<file path="src/alt_consts.svh">
`ifndef ALT_CONSTS_SVH
`define ALT_CONSTS_SVH

// Register offsets
`define ALT_ADDR_CFG       8'h01
`define ALT_ADDR_INT_STAT  8'h02
`define ALT_ADDR_CMP_STAT  8'h30
`define ALT_ADDR_CFG_S1    8'h31
`define ALT_ADDR_CFG_S2    8'h32
`define ALT_ADDR_LVL_FIRST 8'h33
`define ALT_ADDR_LVL_LAST  8'h3a
`define ALT_ADDR_ADC1_LO   8'h3b
`define ALT_ADDR_ADC1_HI   8'h3c
`define ALT_ADDR_ADC2_LO   8'h3d
`define ALT_ADDR_ADC2_HI   8'h3e

// Sensor configuration fields
`define ALT_CFG_LOW_EN_BIT   0
`define ALT_CFG_DARK_EN_BIT  1
`define ALT_CFG_FILT_LSB     2
`define ALT_CFG_FILT_MSB     4
`define ALT_CFG_FORCE_BIT    5
`define ALT_CFG_S1_MASK      8'h3f
`define ALT_CFG_S2_MASK      8'h1f

// Comparator interrupt flag and enable positions (0x02 and 0x01)
`define ALT_INT_S1_BIT       5
`define ALT_INT_S2_BIT       6

// Reset values
`define ALT_RESET_BYTE       8'h00

// Scaling of trip codes to ADC codes (ADC LSB is 0.5 uA)
`define ALT_LOW_SCALE_SHIFT  3

// Conversion timing
`define ALT_CONV_TIME_MS     80
`define ALT_CLK_MHZ          200
`define ALT_CONV_CYCLES      (`ALT_CONV_TIME_MS * 1000 * `ALT_CLK_MHZ)

`endif

</file>
<file path="src/alt_pkg.sv">
package alt_pkg;

    // Decoded light mode, one-hot
    typedef enum logic [2:0] {
        ALT_MODE_OUTDOOR = 3'h1,
        ALT_MODE_OFFICE  = 3'h2,
        ALT_MODE_DARK    = 3'h4
    } alt_mode_t;

    // Conversion sequencer states, one-hot
    typedef enum logic [1:0] {
        ALT_ST_IDLE = 2'h1,
        ALT_ST_CONV = 2'h2
    } alt_state_t;

    // Per-sensor trip and hysteresis codes
    typedef struct packed {
        logic [7:0] low_trip_level;
        logic [7:0] low_trip_hysteresis;
        logic [7:0] dark_trip_level;
        logic [7:0] dark_trip_hysteresis;
    } alt_levels_t;

    // Per-sensor comparator controls
    typedef struct packed {
        logic       low_trip_enable;
        logic       dark_trip_enable;
        logic [2:0] filter;
    } alt_chan_cfg_t;

    // Comparator outputs of one sensor
    typedef struct packed {
        logic dark_trip_status;
        logic low_trip_status;
    } alt_status_t;

endpackage : alt_pkg

</file>
<file path="src/alt_chan.sv">
`timescale 1ns/1ps
`default_nettype none
`include "alt_consts.svh"

module alt_chan #(
    parameter int ADC_W = 11
) (
    // Clock and reset
    input  wire logic                  clk_sys,
    input  wire logic                  rst_sync_b,
    // Controls
    input  wire alt_pkg::alt_chan_cfg_t cfg,
    input  wire alt_pkg::alt_levels_t  levels,
    input  wire logic                  one_shot,
    // Sample
    input  wire logic                  sample_valid,
    input  wire logic [ADC_W-1:0]      sample,
    // Result
    output alt_pkg::alt_status_t       status
);
    import alt_pkg::*;

    alt_status_t status_reg;
    alt_status_t status_next;
    alt_status_t pend_reg;
    alt_status_t cand;
    logic [7:0]  cnt_reg;
    logic [7:0]  cnt_next;
    logic [7:0]  need;
    logic [11:0] lvl;
    logic [11:0] low_set_at;
    logic [11:0] low_clr_at;
    logic [11:0] dark_set_at;
    logic [11:0] dark_clr_at;
    logic        accept;

    // Trip codes scaled into ADC units: low 4 uA steps, dark 0.5 uA steps
    assign lvl         = 12'(sample);
    assign low_set_at  = 12'({4'h0, levels.low_trip_level}) << `ALT_LOW_SCALE_SHIFT;
    assign low_clr_at  = 12'(9'({1'b0, levels.low_trip_level})
                         + 9'({1'b0, levels.low_trip_hysteresis})) << `ALT_LOW_SCALE_SHIFT;
    assign dark_set_at = 12'({4'h0, levels.dark_trip_level});
    assign dark_clr_at = 12'(9'({1'b0, levels.dark_trip_level})
                         + 9'({1'b0, levels.dark_trip_hysteresis}));

    // Hysteresis: set below trip, clear only above trip plus hysteresis
    assign cand.low_trip_status  = cfg.low_trip_enable &&
        (status_reg.low_trip_status ? !(lvl > low_clr_at) : (lvl < low_set_at));
    assign cand.dark_trip_status = cfg.dark_trip_enable &&
        (status_reg.dark_trip_status ? !(lvl > dark_clr_at) : (lvl < dark_set_at));

    // Sequential-reading filter: 1, 2, 4 .. 128 matching readings
    assign need     = one_shot ? 8'h01 : (8'h01 << cfg.filter);
    assign cnt_next = (cand == pend_reg) ? cnt_reg + 8'h01 : 8'h01;
    assign accept   = (cand != status_reg) && (cnt_next >= need);

    // Disabling a comparator drops its status at once, no filtering
    always_comb
    begin
        status_next = status_reg;
        if (sample_valid && accept)
        begin
            status_next = cand;
        end
        if (!cfg.low_trip_enable)
        begin
            status_next.low_trip_status = 1'b0;
        end
        if (!cfg.dark_trip_enable)
        begin
            status_next.dark_trip_status = 1'b0;
        end
    end

    // Status and filter state
    always_ff @(posedge clk_sys or negedge rst_sync_b)
    begin
        if (!rst_sync_b)
        begin
            status_reg <= '0;
            pend_reg   <= '0;
            cnt_reg    <= 8'h00;
        end
        else
        begin
            status_reg <= status_next;
            if (sample_valid)
            begin
                pend_reg <= cand;
                cnt_reg  <= (cand == status_reg || accept) ? 8'h00 : cnt_next;
            end
        end
    end

    assign status = status_reg;

endmodule : alt_chan

`default_nettype wire

</file>
<file path="src/alt_trip_comparators.sv">
`timescale 1ns/1ps
`default_nettype none
`include "alt_consts.svh"

// How it works
// - Low status sets below trip, clears above hysteresis
// - Dark status sets below trip, clears above hysteresis
// - Low comparator enable is bit 0 per sensor
// - Enables independent; converter idles unless one set or force-read set
// - Status pair decodes outdoor, office or dark
// - Force-read bit requests exactly one measurement
// - Sequencer clears force-read bit when measurement ends
// - One conversion takes 80 ms
// - Filter field sets sequential readings, 80ms-10.24s
// - Mode change sets comparator interrupt flag
// - Enabled flag drives interrupt pin active
// - Flag clears only by writing one
// - Trip and hysteresis codes at 0x33-0x3A
// - Register 0x30 reports comparator status
// - ADC results readable at 0x3B-0x3E
module alt_trip_comparators #(
    parameter int ADC_W       = 11,
    parameter int CONV_CYCLES = `ALT_CONV_CYCLES
) (
    // Clock and reset
    input  wire logic             clk_sys,
    input  wire logic             rst_b,
    // Register port
    input  wire logic [7:0]       reg_addr,
    input  wire logic             reg_wr,
    input  wire logic [7:0]       reg_wdata,
    input  wire logic             reg_rd,
    output logic      [7:0]       reg_rdata,
    // Photosensor ADC levels
    input  wire logic [ADC_W-1:0] adc_level_s1,
    input  wire logic [ADC_W-1:0] adc_level_s2,
    // Interrupt pin, active low
    output logic                  int_b,
    output logic                  conv_active
);
    import alt_pkg::*;

    // Mode decode, shared by both sensors
    function automatic alt_mode_t decode_mode(input alt_status_t st);
        if (st.dark_trip_status)
        begin
            decode_mode = ALT_MODE_DARK;
        end
        else if (st.low_trip_status)
        begin
            decode_mode = ALT_MODE_OFFICE;
        end
        else
        begin
            decode_mode = ALT_MODE_OUTDOOR;
        end
    endfunction : decode_mode

    logic             rst_meta_reg;
    logic             rst_sync_b;
    logic [7:0]       cfg_reg;
    logic [7:0]       int_reg;
    logic [7:0]       int_next;
    logic [7:0]       int_set;
    logic [7:0]       cfg_s1_reg;
    logic [7:0]       cfg_s1_next;
    logic [7:0]       cfg_s2_reg;
    logic [7:0]       lvl_reg [0:7];
    logic [ADC_W-1:0] adc1_reg;
    logic [ADC_W-1:0] adc2_reg;
    logic [31:0]      timer_reg;
    alt_state_t       state_reg;
    alt_state_t       state_next;
    alt_mode_t        mode1_reg;
    alt_mode_t        mode2_reg;
    alt_status_t      st1;
    alt_status_t      st2;
    alt_levels_t      lv1;
    alt_levels_t      lv2;
    alt_chan_cfg_t    ch1_cfg;
    alt_chan_cfg_t    ch2_cfg;
    logic [7:0]       rd_mux;
    logic [7:0]       adc1_wide;
    logic [7:0]       adc2_wide;
    logic [7:0]       lvl_idx;
    logic             wr_cfg;
    logic             wr_int;
    logic             wr_s1;
    logic             wr_s2;
    logic             wr_lvl;
    logic             force_rd;
    logic             run_cont;
    logic             conv_done;

    // Reset release through two flops
    always_ff @(posedge clk_sys or negedge rst_b)
    begin
        if (!rst_b)
        begin
            rst_meta_reg <= 1'b0;
            rst_sync_b   <= 1'b0;
        end
        else
        begin
            rst_meta_reg <= 1'b1;
            rst_sync_b   <= rst_meta_reg;
        end
    end

    // Write decode
    assign lvl_idx = reg_addr - `ALT_ADDR_LVL_FIRST;
    assign wr_cfg  = reg_wr && (reg_addr == `ALT_ADDR_CFG);
    assign wr_int  = reg_wr && (reg_addr == `ALT_ADDR_INT_STAT);
    assign wr_s1   = reg_wr && (reg_addr == `ALT_ADDR_CFG_S1);
    assign wr_s2   = reg_wr && (reg_addr == `ALT_ADDR_CFG_S2);
    assign wr_lvl  = reg_wr && (reg_addr >= `ALT_ADDR_LVL_FIRST)
                     && (reg_addr <= `ALT_ADDR_LVL_LAST);

    // Controls taken from the configuration registers
    assign force_rd = cfg_s1_reg[`ALT_CFG_FORCE_BIT];
    assign ch1_cfg  = '{low_trip_enable:  cfg_s1_reg[`ALT_CFG_LOW_EN_BIT],
                        dark_trip_enable: cfg_s1_reg[`ALT_CFG_DARK_EN_BIT],
                        filter: cfg_s1_reg[`ALT_CFG_FILT_MSB:`ALT_CFG_FILT_LSB]};
    assign ch2_cfg  = '{low_trip_enable:  cfg_s2_reg[`ALT_CFG_LOW_EN_BIT],
                        dark_trip_enable: cfg_s2_reg[`ALT_CFG_DARK_EN_BIT],
                        filter: cfg_s2_reg[`ALT_CFG_FILT_MSB:`ALT_CFG_FILT_LSB]};
    assign run_cont = ch1_cfg.low_trip_enable || ch1_cfg.dark_trip_enable
                      || ch2_cfg.low_trip_enable || ch2_cfg.dark_trip_enable;
    assign lv1 = {lvl_reg[0], lvl_reg[1], lvl_reg[2], lvl_reg[3]};
    assign lv2 = {lvl_reg[4], lvl_reg[5], lvl_reg[6], lvl_reg[7]};

    // Conversion sequencer: idle, or one 80 ms conversion after another
    assign conv_done = (state_reg == ALT_ST_CONV)
                       && (timer_reg == 32'(CONV_CYCLES - 1));
    always_comb
    begin
        state_next = state_reg;
        case (state_reg)
            ALT_ST_IDLE:
            begin
                if (run_cont || force_rd)
                begin
                    state_next = ALT_ST_CONV;
                end
            end
            ALT_ST_CONV:
            begin
                if (conv_done && !run_cont)
                begin
                    state_next = ALT_ST_IDLE;
                end
            end
            default:
            begin
                state_next = ALT_ST_IDLE;
            end
        endcase
    end

    // Force-read clears at conversion end; a fresh write of one wins
    always_comb
    begin
        cfg_s1_next = cfg_s1_reg;
        if (conv_done && force_rd)
        begin
            cfg_s1_next[`ALT_CFG_FORCE_BIT] = 1'b0;
        end
        if (wr_s1)
        begin
            cfg_s1_next = reg_wdata & `ALT_CFG_S1_MASK;
        end
    end

    // Comparator interrupt: set on mode change, clear by writing one
    assign int_set  = {1'b0,
                       (decode_mode(st2) != mode2_reg),
                       (decode_mode(st1) != mode1_reg),
                       5'h00};
    assign int_next = (int_reg & ~(wr_int ? reg_wdata : 8'h00)) | int_set;

    // Read mux; unused bits and unmapped offsets read zero
    assign adc1_wide = 8'(adc1_reg >> 8);
    assign adc2_wide = 8'(adc2_reg >> 8);
    always_comb
    begin
        if (reg_addr == `ALT_ADDR_CFG)
            rd_mux = cfg_reg;
        else if (reg_addr == `ALT_ADDR_INT_STAT)
            rd_mux = int_reg;
        else if (reg_addr == `ALT_ADDR_CMP_STAT)
            rd_mux = {4'h0, st2, st1};
        else if (reg_addr == `ALT_ADDR_CFG_S1)
            rd_mux = cfg_s1_reg;
        else if (reg_addr == `ALT_ADDR_CFG_S2)
            rd_mux = cfg_s2_reg;
        else if (wr_lvl || ((reg_addr >= `ALT_ADDR_LVL_FIRST)
                 && (reg_addr <= `ALT_ADDR_LVL_LAST)))
            rd_mux = lvl_reg[lvl_idx[2:0]];
        else if (reg_addr == `ALT_ADDR_ADC1_LO)
            rd_mux = adc1_reg[7:0];
        else if (reg_addr == `ALT_ADDR_ADC1_HI)
            rd_mux = adc1_wide;
        else if (reg_addr == `ALT_ADDR_ADC2_LO)
            rd_mux = adc2_reg[7:0];
        else if (reg_addr == `ALT_ADDR_ADC2_HI)
            rd_mux = adc2_wide;
        else
            rd_mux = 8'h00;
    end

    // Comparator channels, one per sensor
    alt_chan #(.ADC_W(ADC_W)) u_chan1 (
        .clk_sys      (clk_sys),
        .rst_sync_b   (rst_sync_b),
        .cfg          (ch1_cfg),
        .levels       (lv1),
        .one_shot     (force_rd),
        .sample_valid (conv_done),
        .sample       (adc_level_s1),
        .status       (st1)
    );
    alt_chan #(.ADC_W(ADC_W)) u_chan2 (
        .clk_sys      (clk_sys),
        .rst_sync_b   (rst_sync_b),
        .cfg          (ch2_cfg),
        .levels       (lv2),
        .one_shot     (force_rd),
        .sample_valid (conv_done),
        .sample       (adc_level_s2),
        .status       (st2)
    );

    // Sequencer, timer and captured ADC results
    always_ff @(posedge clk_sys or negedge rst_sync_b)
    begin
        if (!rst_sync_b)
        begin
            state_reg <= ALT_ST_IDLE;
            timer_reg <= 32'h0;
            adc1_reg  <= '0;
            adc2_reg  <= '0;
        end
        else
        begin
            state_reg <= state_next;
            timer_reg <= (state_reg != ALT_ST_CONV || conv_done) ? 32'h0 : timer_reg + 32'h1;
            if (conv_done)
            begin
                adc1_reg <= adc_level_s1;
                adc2_reg <= adc_level_s2;
            end
        end
    end

    // Software registers and interrupt state
    always_ff @(posedge clk_sys or negedge rst_sync_b)
    begin
        if (!rst_sync_b)
        begin
            cfg_reg    <= `ALT_RESET_BYTE;
            int_reg    <= `ALT_RESET_BYTE;
            cfg_s1_reg <= `ALT_RESET_BYTE;
            cfg_s2_reg <= `ALT_RESET_BYTE;
            mode1_reg  <= ALT_MODE_OUTDOOR;
            mode2_reg  <= ALT_MODE_OUTDOOR;
            for (int i = 0; i < 8; i++)
                lvl_reg[i] <= `ALT_RESET_BYTE;
        end
        else
        begin
            cfg_reg    <= wr_cfg ? (reg_wdata & 8'h60) : cfg_reg;
            int_reg    <= int_next;
            cfg_s1_reg <= cfg_s1_next;
            cfg_s2_reg <= wr_s2 ? (reg_wdata & `ALT_CFG_S2_MASK) : cfg_s2_reg;
            mode1_reg  <= decode_mode(st1);
            mode2_reg  <= decode_mode(st2);
            if (wr_lvl)
                lvl_reg[lvl_idx[2:0]] <= reg_wdata;
        end
    end

    // Registered outputs; pin pulls low while an enabled flag stands
    always_ff @(posedge clk_sys or negedge rst_sync_b)
    begin
        if (!rst_sync_b)
        begin
            reg_rdata   <= 8'h00;
            int_b       <= 1'b1;
            conv_active <= 1'b0;
        end
        else
        begin
            reg_rdata   <= reg_rd ? rd_mux : reg_rdata;
            int_b       <= ~|(int_next & cfg_reg);
            conv_active <= (state_next == ALT_ST_CONV);
        end
    end

endmodule : alt_trip_comparators

`default_nettype wire

</file>
<file path="config.mk">
export PLATFORM = sky130hd
export DESIGN_NAME = alt_trip_comparators
export DESIGN_NICKNAME = d
export VERILOG_FILES = /design/src/alt_pkg.sv /design/src/alt_chan.sv /design/src/alt_trip_comparators.sv
export VERILOG_INCLUDE_DIRS = /design/src
export SDC_FILE = /design/constraint.sdc
export NUM_CORES = 1
export LEC_CHECK = 0
export BUFFER_PORTS_ARGS = -buffer_cell sky130_fd_sc_hd__buf_4
export CAP_MARGIN = 20
export CORE_MARGIN = 5
export CORE_UTILIZATION = 57
export DETAILED_ROUTE_END_ITERATION = 8
export PLACE_DENSITY = 0.78
export SLEW_MARGIN = 10
export SYNTH_ARGS = -nofsm -noshare
export SYNTH_HDL_FRONTEND = slang
export SYNTH_SLANG_ARGS = --single-unit
</file>
<file path="constraint.sdc">
create_clock -name clk_sys -period 5.2 [get_ports clk_sys]
set_clock_uncertainty 0.2 [all_clocks]
set_input_delay 1.04 -clock clk_sys [delete_from_list [all_inputs] [get_ports clk_sys]]
set_output_delay 1.04 -clock clk_sys [all_outputs]
set_load 0.005 [all_outputs]
</file>
Word-level counts from Yosys, hierarchy flattened. Cells that the tools add are included.

Divide/modulo/power cells: 0. Multiplexer cells: 43. Reduce and logical (&&, ||, !) cells: 35. Add/subtract/negate cells: 8. Equality and inequality tests: 26. Bitwise logic cells: 5. Order comparisons: 14. $mul: 0. Shift-type cells: 2.

Operators by type and width (number): $mux W8 (19); $bwmux W64 (1); $eq A8 B6 Y1 const B (7); $gt A11 B12 Y1 (4); $add A8 B8 Y9 (4); $add A32 B1 Y32 const B (1); $eq A32 B24 Y1 const B (1); $mux W32 (1); $bmux W8 S3 (1); $demux W8 S3 (1); $lt A11 B11 Y1 (2); $lt A11 B8 Y1 (2); $logic_and A1 B1 Y1 (19); $add A8 B1 Y8 const B (2); $ge A8 B8 Y1 (2); $shl A1 B3 Y8 const A (2); $mux W2 (6); $mux W1 (9); $mux W3 (3); $and A8 B7 Y8 (1); $and A8 B8 Y8 (1); $eq A2 B2 Y1 (4); $eq A8 B1 Y1 const B (1); $eq A8 B2 Y1 const B (1); 20 further kinds (38).

Memory bits (writable): 0. Memory bits (read-only): 0. Output and inout bits: 10. Word-level logic and storage cells: 167. Flip-flop bits (word level): 183. Memories kept: 0. Input bits: 42. Latch bits: 0.

Depth between registers and ports, before layout. Gate-level depths: netlist (run 1).

Depth in word-level cells: 12. Depth in mapped cells: 27. Depth with buffers taken out: 26.

By module. A second synthesis (run 1) with hierarchy kept.

Cell total of the unflattened synthesis: 1276. Area, all modules: 12565.8 µm².

Modules (own cells, without submodules): alt_trip_comparators (cells an instance 692, area an instance 7808.7 µm², instances 1, seq. area each 3983.8 µm²); alt_chan (u_chan2) (cells an instance 292, area an instance 2397.3 µm², instances 1, seq. area each 300.3 µm²); alt_chan (u_chan1) (cells an instance 292, area an instance 2359.8 µm², instances 1, seq. area each 300.3 µm²).

Least setup slack after synthesis (run 1). Ideal clock, no wire load.

Path type: flip-flop to flip-flop. Start: register lvl_reg (netlist bit lv2[24]). End: register u_chan2.cnt_reg[6]. Period minus slack after synthesis: 5468 ps. Required time: 4934 ps. Slack: -268 ps. Arrival: 5202 ps. Setup time: 66 ps. Path buffers: 1. Stages on the path, launching flop included: 25. Cell sequence: dfrtp_1 -> ha_1 -> fa_1 -> a211oi_1 -> o21ai_0 -> o21ai_0 -> xor2_1 -> ha_1 -> a2111oi_0 -> o21ai_0 -> o2111ai_1 -> o21ai_1 -> or3_4 -> nand3_4 -> buf_6 -> nor2_1 -> ha_1 -> nand2b_1 -> a21o_1 -> a21oi_1 -> o21ai_0 -> o41ai_1 -> nand2_1 -> o31ai_1 -> a22o_1.

Word-level cells in the longest chain between the ends: 11. Elaborated cells between the ends (all ways): 14. Classes of those cells: add/sub (1); order compare (3); eq/ne (3); mux (3); reduce/logical (4).

Ends and longest elaborated chain: start: declaration (line alt_trip_comparators.sv:68) `logic [7:0] lvl_reg [0:7];`; start signal: indexed assignment (line alt_trip_comparators.sv:267) `` lvl_reg[i] <= `ALT_RESET_BYTE; ``; start signal: indexed assignment (line alt_trip_comparators.sv:278) `lvl_reg[lvl_idx[2:0]] <= reg_wdata;`; $add A8 B8 Y9 (line alt_chan.sv:41) `` + 9'({1'b0, levels.low_trip_hysteresis})) << `ALT_LOW_SCALE_SHIFT; ``; $gt A11 B12 Y1 (line alt_chan.sv:48) `(status_reg.low_trip_status ? !(lvl > low_clr_at) : (lvl < low_set_at));`; $logic_not A1 Y1 (line alt_chan.sv:48); $mux W1 (*) (line alt_chan.sv:48); $logic_and A1 B1 Y1 (*) (line alt_chan.sv:47) `assign cand.low_trip_status = cfg.low_trip_enable &&`; $eq A2 B2 Y1 (line alt_chan.sv:54) `assign cnt_next = (cand == pend_reg) ? cnt_reg + 8'h01 : 8'h01;`; $mux W8 (line alt_chan.sv:54); $ge A8 B8 Y1 (line alt_chan.sv:55) `assign accept = (cand != status_reg) && (cnt_next >= need);`; $logic_and A1 B1 Y1 (line alt_chan.sv:55); $logic_or A1 B1 Y1 (line alt_chan.sv:90) `cnt_reg <= (cand == status_reg || accept) ? 8'h00 : cnt_next;`; $mux W8 (*) (line alt_chan.sv:90); end signal: assignment (line alt_chan.sv:90); end: declaration (line alt_chan.sv:27) `logic [7:0] cnt_reg;`.

Every way passes the cells marked *; elsewhere a longest branch is shown, timed or not. A chain may end at the register's enable or synchronous reset.

Worst setup path after layout (run 1).
Start: register lvl_reg (netlist bit lv1[24]). End: register u_chan1.cnt_reg[4].

Word-level cells in the longest chain between the ends: 11. Elaborated cells between the ends (all ways): 14. Classes of those cells: add/sub (1); order compare (3); eq/ne (3); mux (3); reduce/logical (4).

Ends and longest elaborated chain (line): $add A8 B8 Y9 (alt_chan.sv:41); $gt A11 B12 Y1 (alt_chan.sv:48); $logic_not A1 Y1 (alt_chan.sv:48); $mux W1 (*) (alt_chan.sv:48); $logic_and A1 B1 Y1 (*) (alt_chan.sv:47); $eq A2 B2 Y1 (alt_chan.sv:54); $mux W8 (alt_chan.sv:54); $ge A8 B8 Y1 (alt_chan.sv:55); $logic_and A1 B1 Y1 (alt_chan.sv:55); $logic_or A1 B1 Y1 (alt_chan.sv:90); $mux W8 (*) (alt_chan.sv:90); end signal: assignment (alt_chan.sv:90); end: declaration (alt_chan.sv:27).

Marked as above.

==> results of run 1 <==
power groups by stage:
stage | clock, mW | sequential, mW | combinational, mW
floorplan | 0 | 1.56 | 0.333
global placement | 0 | 1.56 | 0.502
detailed placement | 0 | 1.56 | 0.522
CTS | 1.32 | 1.54 | 0.541
global route | 1.39 | 1.54 | 0.652
finish | 1.31 | 1.53 | 0.592
how the worst max path moves through the flow:
| stage | endpoint | slack [ps] |
|---|---|---|
| final | u_chan1.cnt_reg[4] | -190 |
| after global routing | u_chan1.cnt_reg[4] | -430 |
| after CTS | u_chan1.cnt_reg[4] | -50 |
| after detailed placement | u_chan1.cnt_reg[4] | -230 |
| after global placement | u_chan1.cnt_reg[4] | -50 |
| after floorplan | u_chan2.cnt_reg[6] | 0.6 |
worst max-delay path, stage by stage (launching register included):
cell and delay (ps):
dfrtp_1 410, ha_4 180, fa_2 390, a211oi_2 240
o21bai_1 80, a21o_1 200, xnor2_2 140, ha_1 330
a2111oi_2 360, nand2_1 100, a31oi_2 160, a311oi_2 70
or3_4 420, nand4_4 120, buf_8 160, buf_6 110
a21oi_2 30, ha_1 290, a21oi_2 150, o21ai_1 70
o41a_1 460, a31o_4 270, nor3_4 200, a22o_1 190
area by class of cell:
cell class / instances / area, um^2 / area share
multi-input combinational: 984 / 7540 / 0.526
sequential: 183 / 4590 / 0.320
inverter: 70 / 263 / 0.0183
clock buffer: 18 / 429 / 0.0299
timing repair buffer: 123 / 1010 / 0.0706
clock inverter: 14 / 160 / 0.0112
tap: 275 / 344 / 0.0240
kinds of logic (layout without fill, tap and decap cells):
family | Yosys count | count (layout)
simple gates | 421 | 421
compound gates | 276 | 276
flops | 183 | 183
fa+ha+maj | 123 | 123
buf+inv | 107 | 225
mux | 102 | 102
xor+xnor | 61 | 61
other cells | 1 | 1
cells in the final DEF (no fill, tap or decap), drive strengths merged, types with 18 or more instances in the layout:
| cell | n |
|---|---|
| dfrtp | 179 |
| nand2 | 158 |
| buf | 123 |
| ha | 119 |
| nor2 | 92 |
| inv | 76 |
| mux2 | 70 |
| a21oi | 64 |
| o21ai | 55 |
| nand3 | 38 |
| xnor2 | 33 |
| mux2i | 32 |
| a22oi | 28 |
| xor2 | 28 |
| nor2b | 21 |
| and3 | 18 |
| clkbuf | 18 |
metal layers:
metal	share of wire	wire (um)
met4	0.039	1270
met1	0.42	13900
met2	0.48	15900
met3	0.056	1860
met5	0	0
per-stage QoR:
step / cells / utilization / setup slack [ps] / area [um^2] / TNS (ps)
after floorplan: 1274 / - / 0.628 / 12200 / 0
after global placement: 1610 / 0.626 / -49.5 / 13200 / -226
after detailed placement: 1610 / 0.626 / -234 / 13200 / -2530
after CTS: 1651 / 0.662 / -54.3 / 13900 / -206
after global routing: 1667 / 0.682 / -434 / 14300 / -6220
final: 1667 / 0.682 / -191 / 14300 / -1360
timing repair:
item / in CTS / in global routing
buffers inserted: 9 / 13
pin swaps: 14 / 42
gates resized for setup: 26 / 47
hold endpoints to repair: 0 / 0
endpoints found under the setup margin: 18 / 20
==> impl_metrics.tcl, run 1 <==
set metrics [dict create \
    grt_util_met1 0.351 \
    grt_usage 0.267 \
    synthCells 1274 \
    finalPower_mw 3.43 \
    cts.sinks 183 \
    via_per_inst 6.12 \
    synth_compound_area_frac 0.153 \
    yosysUniqueCellTypes 74 \
    synth-async-reset-ratio 1.00 \
    insertion_delay_ps 440 \
    synth_commonest_cells "dfrtp_1 (179), nand2_1 (157), ha_1 (119), nor2_1 (90), mux2_2 (70)" \
    slew_headroom 0.484 \
    worst_slack_ps -191 \
    grt_max_degree 103 \
    pwr-share-clk 0.381 \
    drc 0 \
    synthAdderAreaFrac 0.129 \
    io_buffers 51 \
    ir_drop_mv 0.207 \
    pwr-share-comb 0.173 \
    dominantRegCellSynth "dfrtp_1" \
    grt.busiest_layer "met2" \
    layout-drive-gt1-share 0.230 \
    n_fill_cell 1597 \
    switching_power_mw 1.02 \
    met3_usage 0.0424 \
    synth_nets 1439 \
    p_leak_nw 6.65 \
    dr.pass1.iters 6 \
    critPathMaxFanout 8 \
    setup-violations-final 12 \
    core-area_um2 21000 \
    wl_um 32900 \
    hpwl_um 23500 \
    seq_power_share 0.446 \
    synth-seq-cells 183 \
    regToRegSetupSlack_ps -190 \
    yosys.area_share.simple 0.171 \
    netlist_area_um2 12200 \
    slew_violations 0 \
    synth_top_area_frac 0.368 \
    worstPathRequired_ps 5390 \
    cts_buffers 17 \
    worstSetupEndpointType "register" \
    ys_warn_count 0 \
    die_x_um 156 \
    finalCritPeriodShare 1.04 \
    worstMarginPinSlew_ps 764 \
    intPower_mw 2.41 \
    grt_setup_unrepaired "true" \
    antenna_found_initial 0 \
    vias 10210 \
    die-area_um2 24400 \
    whs_ps 55.9 \
    synth_top_cell_by_area "dfrtp_1" \
    gp_congestion 0.909 \
    cts_tree "done" \
    synth_top_family_by_area "simple AND/OR/NAND/NOR gates" \
    period_minus_slack_ps 5390 \
    htreeDepth 4 \
    power_density_nw_per_um2 239 \
    start_util 0.579 \
    r2r_end "u_chan1.cnt_reg[4]" \
    min_path_type "reg2async" \
    muxShareOfSynthArea 0.0911 \
    synth-xor-area-share 0.0439 \
    switching_share 0.296 \
    die_h_um 156 \
    ctsHoldBuffers 0 \
    grt_pass1_wl_um 51800 \
    outcome "complete, but fails checks" \
    rows 53 \
    synthTopCellsByArea "dfrtp_1 (37%), ha_1 (12%), mux2_2 (6.5%), nand2_1 (4.8%), nor2_1 (2.8%)" \
    synth-edff-count 0 \
    n_antenna_cell 0 \
    area_growth_pct 17.8 \
    crit_path_start "lv1[24]" \
    max_clock_freq_ghz 0.185 \
    ios 52 \
    ff2ff_path_depth 23 \
    grt_pass1_vias 10182 \
    ant_nets 0 \
    drtIter0Drc 785 \
    critPathLaunchType "register" \
    clk_path_buf_depth 2 \
    seq_area_frac_synth 0.377 \
    hold_viol 0 \
    cap_violations 0 \
    worstPathArrival_ps 5580 \
    cts-root-buf "clkbuf_16" \
    overflow 0 \
    r2r_start "lv1[24]" \
    met2_usage 0.442 \
    synth.most_common_cell "dfrtp_1" \
    violations "setup timing" \
    path_class "reg2reg" \
    wl_per_cell_um 19.7 \
    clk_pin_slew_ps 80 \
    final_net_count 1544 \
    syn_area_per_cell_um2 9.56 \
]
No activity file was read; power rests on OpenSTA's default activity.
==> run 2: changes to the inputs <==
MAX_ROUTING_LAYER = met4   (was not set)
==> run 2 against run 1 <==
Effect of this change:
- the run still ends with setup timing left
- total power hardly changed
- utilization grew 0.35 points
- first-iteration DRC count rose by 4.2%
- sequential share of layout area shrank 0.16 points
- final cell count grew 0.18%
- worst hold slack gained 59 ps
- register-to-register slack gained 80 ps
- sequential power barely moved
- critical endpoint is now u_chan2.cnt_reg[5]
- largest cell class unchanged
- highest routed layer unchanged
==> impl_metrics.tcl, run 2 (same netlist as run 1, synthesis figures left out) <==
set metrics [dict create \
    seq_power_share 0.446 \
    fin_setup_tns_ps -873 \
    finalCritPeriodShare 1.02 \
    worstMarginPinSlew_ps 802 \
    outcome "complete, but fails checks" \
    hold_viol 0 \
    critPathLaunchType "register" \
    grt_setup_unrepaired "true" \
    dr.pass1.iters 5 \
    fin_cells 1670 \
    layout_commonest_cell "dfrtp_1" \
    power_density_nw_per_um2 238 \
    layout_common_cells "dfrtp_1 (177), nand2_1 (156), buf_4 (117)" \
    ios 52 \
    violations "setup timing" \
    multi_input_area_um2 7580 \
    n_fill_cell 1539 \
    hpwl_um 23500 \
    crit_path_start "lv2[24]" \
    grt_max_degree 91 \
    grt_pass1_wl_um 52300 \
    area_growth_pct 18.4 \
    die_h_um 156 \
    utilization 0.686 \
    via_per_inst 6.12 \
    grt_usage 0.276 \
    switching_power_mw 1.05 \
    setup-violations-final 14 \
    wl_per_cell_um 19.5 \
    worstPathRequired_ps 5380 \
    intPower_mw 2.38 \
    slew_headroom 0.464 \
    ant_nets 0 \
    final_net_count 1547 \
    drc 0 \
    pwr-share-clk 0.385 \
    htreeDepth 4 \
    wl_um 32600 \
    n_antenna_cell 0 \
    r2r_start "lv2[24]" \
    cts.sinks 183 \
    worstPathArrival_ps 5490 \
    vias 10228 \
    max_clock_freq_ghz 0.188 \
    grt_pass1_vias 10030 \
    start_util 0.579 \
    critPathMaxFanout 7 \
    antenna_found_initial 0 \
    layout-drive-gt1-share 0.234 \
    io_buffers 51 \
    clk_pin_slew_ps 80 \
    cap_violations 0 \
    slew_violations 0 \
    die-area_um2 24400 \
    p_leak_nw 6.68 \
    period_minus_slack_ps 5320 \
    path_class "reg2reg" \
    regToRegSetupSlack_ps -120 \
    cts-root-buf "clkbuf_16" \
    whs_ps 115 \
    gp_congestion 0.923 \
    place.detailed.instances 1611 \
    rows 53 \
    regArea_um2 4590 \
    overflow 0 \
    cts_tree "done" \
    core-area_um2 21000 \
    drtIter0Drc 818 \
    pwr-share-comb 0.169 \
    insertion_delay_ps 440 \
    die_x_um 156 \
    switching_share 0.307 \
    min_path_type "reg2async" \
    worst_slack_ps -116 \
    clk_path_buf_depth 2 \
    ff2ff_path_depth 23 \
    r2r_end "u_chan2.cnt_reg[5]" \
    cts_buffers 17 \
    worstSetupEndpointType "register" \
    ir_drop_mv 0.203 \
]
-- run 2: area by class of cell --
class,count,share of cell area
clock buffer,17,0.0295
clock inverter,15,0.0141
inverter,70,0.0182
multi-input combinational,984,0.526
sequential,183,0.318
tap,275,0.0239
timing repair buffer,126,0.0702
-- run 2: worst max-delay path by stage --
stage | to | slack, ps
6_report | u_chan2.cnt_reg[5] | -120
5_1_grt | u_chan2.cnt_reg[5] | -430
4_1_cts | u_chan1.cnt_reg[4] | -70
3_5_place_dp | u_chan1.cnt_reg[4] | -180
3_3_place_gp | u_chan1.cnt_reg[4] | -50
2_1_floorplan | u_chan2.cnt_reg[6] | 0.6
-- run 2: timing repair --
action	in CTS	in global routing
resized for setup	29	53
pin swaps	20	46
buffers inserted	10	15
gates cloned	0	0
setup endpoints to repair	18	20
hold buffers	0	0
-- run 2: critical path: stages, from the launching register on --
cell and delay [ps]:
dfrtp_1 400, ha_2 200, fa_2 350, a211oi_2 230
o21ai_1 100, o21ai_1 120, xor2_1 170, ha_1 270
a2111oi_2 340, o21ai_1 120, o2111ai_2 250, o21ai_2 110
or3_4 410, nand3_4 110, buf_8 140, nor2_4 50
ha_4 220, and3_4 170, a21oi_2 100, o21ai_1 100
o41ai_2 410, nand2_2 230, nor3_4 250, a22o_1 190
-- run 2: power groups by stage --
| stage | sequential [mW] | clock (mW) | combinational [mW] |
|---|---|---|---|
| final | 1.53 | 1.32 | 0.581 |
| after global routing | 1.54 | 1.40 | 0.642 |
| after CTS | 1.53 | 1.33 | 0.547 |
| after detailed placement | 1.56 | 0 | 0.529 |
| after global placement | 1.56 | 0 | 0.506 |
| after floorplan | 1.56 | 0 | 0.333 |
-- run 2: through the flow --
stage | instance area (um^2) | setup WS [ps] | power (mW)
after detailed placement | 13200 | -180 | 2.09
after floorplan | 12200 | 0.628 | 1.89
after global routing | 14400 | -431 | 3.58
after global placement | 13200 | -45.2 | 2.06
final | 14400 | -116 | 3.43
after CTS | 14000 | -71.1 | 3.41
-- run 2: layer usage --
layer | vias up | part of all wire | track usage
met3 | 66 | 0.059 | 0.0316
met4 | 0 | 0.032 | 0.0868
met1 | 5003 | 0.43 | 0.376
li1 | 4817 | - | -
met5 | - | 0 | -
met2 | 342 | 0.48 | 0.436
==> run 3: changes to the inputs <==
PLACE_DENSITY = 0.86   (was 0.78)
==> run 3 against run 2 <==
Effect of this change:
- worst hold slack gained 43 ps
- clock power down 5%
- largest power group unchanged
- global-route usage up 1.2 points
- flip-flop and latch count did not move
- non-clock buffer count rose by 2
- wire length increased by 4.5%
- the run still ends with setup timing left
- combinational power is essentially flat
==> impl_metrics.tcl, run 3 (same netlist as run 1, synthesis figures left out) <==
set metrics [dict create \
    timing.critical_path.mode_cell "a21oi_2" \
    area_growth_pct 17.1 \
    io_buffers 51 \
    layout_common_cells "dfrtp_1 (177), nand2_1 (156), buf_4 (120)" \
    finalCritPeriodShare 1.03 \
    ir_drop_mv 0.243 \
    setup-violations-final 16 \
    grt_pass1_vias 10470 \
    antenna_found_initial 0 \
    cp_num_cells 24 \
    clk_pin_slew_ps 70 \
    grt_max_degree 122 \
    insertion_delay_ps 450 \
    rows 53 \
    slew_violations 0 \
    violations "setup timing" \
    dr.pass1.iters 9 \
    power_density_nw_per_um2 237 \
    layout-drive-gt1-share 0.228 \
    p_leak_nw 6.66 \
    min_path_type "reg2reg" \
    slew_headroom 0.464 \
    htreeDepth 4 \
    n_antenna_cell 0 \
    cts-root-buf "clkbuf_16" \
    die-area_um2 24400 \
    fin_cells 1672 \
    worstSetupEndpointType "register" \
    worst_slack_ps -156 \
    slowest_stage "o41a_1" \
    path_class "reg2reg" \
    whs_path_depth 0 \
    hold_viol 0 \
    wl_per_cell_um 20.4 \
    cp_top_family "compound AO/OA/AOI/OAI gates" \
    fin_setup_tns_ps -1920 \
    multi_input_area_um2 7490 \
    final_net_count 1549 \
    critPathLaunchType "register" \
    max_clock_freq_ghz 0.187 \
    worstPathArrival_ps 5540 \
    ant_nets 0 \
    n_fill_cell 1453 \
    r2r_start "lv1[8]" \
    clk_path_buf_depth 2 \
    path_buf_inv 1 \
    drc 0 \
    core-area_um2 21000 \
    cp_slowest_stage_delay_ps 440 \
    start_util 0.579 \
    gp_congestion 0.965 \
    place.detailed.instances 1612 \
    worstPathRequired_ps 5380 \
    regToRegSetupSlack_ps -160 \
    r2r_end "u_chan1.cnt_reg[3]" \
    drtIter0Drc 1207 \
    cts.sinks 183 \
    ff2ff_path_depth 24 \
    wl_um 34000 \
    die_h_um 156 \
    min_to "rst_sync_b" \
    cts_buffers 17 \
    die_x_um 156 \
    cp_cell_sequence "ha_2 -> fa_2 -> a21oi_2 -> nor2_1 -> nor2_1 -> o21bai_1 -> a21oi_2 -> xnor2_1 -> ha_1 -> nand4_1 -> a21oi_1 -> o41a_1 -> or3_4 -> nand4_4 -> buf_6 -> nor2_2 -> ha_1 -> a21o_1 -> a21oi_2 -> o21ai_2 -> o41a_1 -> a31o_4 -> nor3_4 -> a22o_1" \
    vias 10540 \
    grt_setup_unrepaired "true" \
    grt_pass1_wl_um 54300 \
    outcome "complete, but fails checks" \
    regArea_um2 4590 \
    critPathMaxFanout 7 \
    worstMarginPinSlew_ps 804 \
    ctsHoldBuffers 0 \
    grt_usage 0.288 \
    layout_commonest_cell "dfrtp_1" \
    ios 52 \
    cts_tree "done" \
    period_minus_slack_ps 5360 \
    via_per_inst 6.30 \
    cap_violations 0 \
    overflow 0 \
    hpwl_um 23300 \
    hold_start "rst_meta_reg" \
]
## run 3: cell count changes in the layout (fill, tap and decap cells not counted), moves of 3 or more
cell and change:
ha_1 +9, nor2_4 -8, clkinv_8 -7, ha_4 -6, nor2_2 +6, buf_4 +3, clkinv_4 +3, ha_2 -3
## run 3: worst max path at each step
| stage | startpoint | end | slack [ps] |
|---|---|---|---|
| after floorplan | lv2[17] | u_chan2.cnt_reg[6] | 0.6 |
| after global placement | lv1[17] | u_chan1.cnt_reg[6] | -50 |
| after detailed placement | lv2[1] | u_chan2.cnt_reg[6] | -270 |
| after CTS | lv1[16] | u_chan1.cnt_reg[6] | -200 |
| after global routing | lv1[1] | u_chan1.cnt_reg[6] | -390 |
| final | lv1[8] | u_chan1.cnt_reg[3] | -160 |
## run 3: worst reg2reg max path, delay by kind of cell (launching register included)
| family | cells | cell delay, ps |
|---|---|---|
| xor+xnor | 1 | 150 |
| fa+ha+maj | 4 | 1120 |
| compound gates | 11 | 2190 |
| buf+inv | 1 | 130 |
| flops | 1 | 400 |
| simple gates | 7 | 1090 |
## run 3: layout make-up
type                       count  area share
inverter                      70      0.0184
clock inverter                14     0.00965
timing repair buffer         128      0.0706
sequential                   183       0.322
clock buffer                  18      0.0301
multi-input combinational    984       0.525
tap                          275      0.0241
## run 3: metal layers
layer  share of wire  routed length [um]  global-route usage  vias to the layer above
met5               0                   0                   -                        -
met4           0.058                1970               0.157                        0
met3           0.077                2610              0.0458                      151
met2            0.46               15700               0.441                      520
met1            0.40               13700               0.366                     5059
li1                -                   -                   -                     4810
## run 3: timing repair
item,in CTS,in global routing
pin swaps,45,36
endpoints found under the setup margin,19,20
gates resized for setup,29,32
setup buffers,16,10
## run 3: stage by stage
step	power (mW)	setup WS [ps]	area (um^2)	util	hold slack, ps
after floorplan	1.89	0.628	12200	-	131
after global placement	2.05	-48.4	13200	0.627	140
after detailed placement	2.08	-274	13200	0.627	143
after CTS	3.34	-204	14000	0.664	163
after global routing	3.51	-393	14300	0.678	159
final	3.38	-156	14300	0.678	158
## run 3: where the power goes
part | total (mW) | internal (mW) | switching [mW]
Sequential | 1.53 | 1.47 | 0.0593
Combinational | 0.583 | 0.248 | 0.336
Clock | 1.26 | 0.635 | 0.629
Total | 3.38 | 2.36 | 1.02
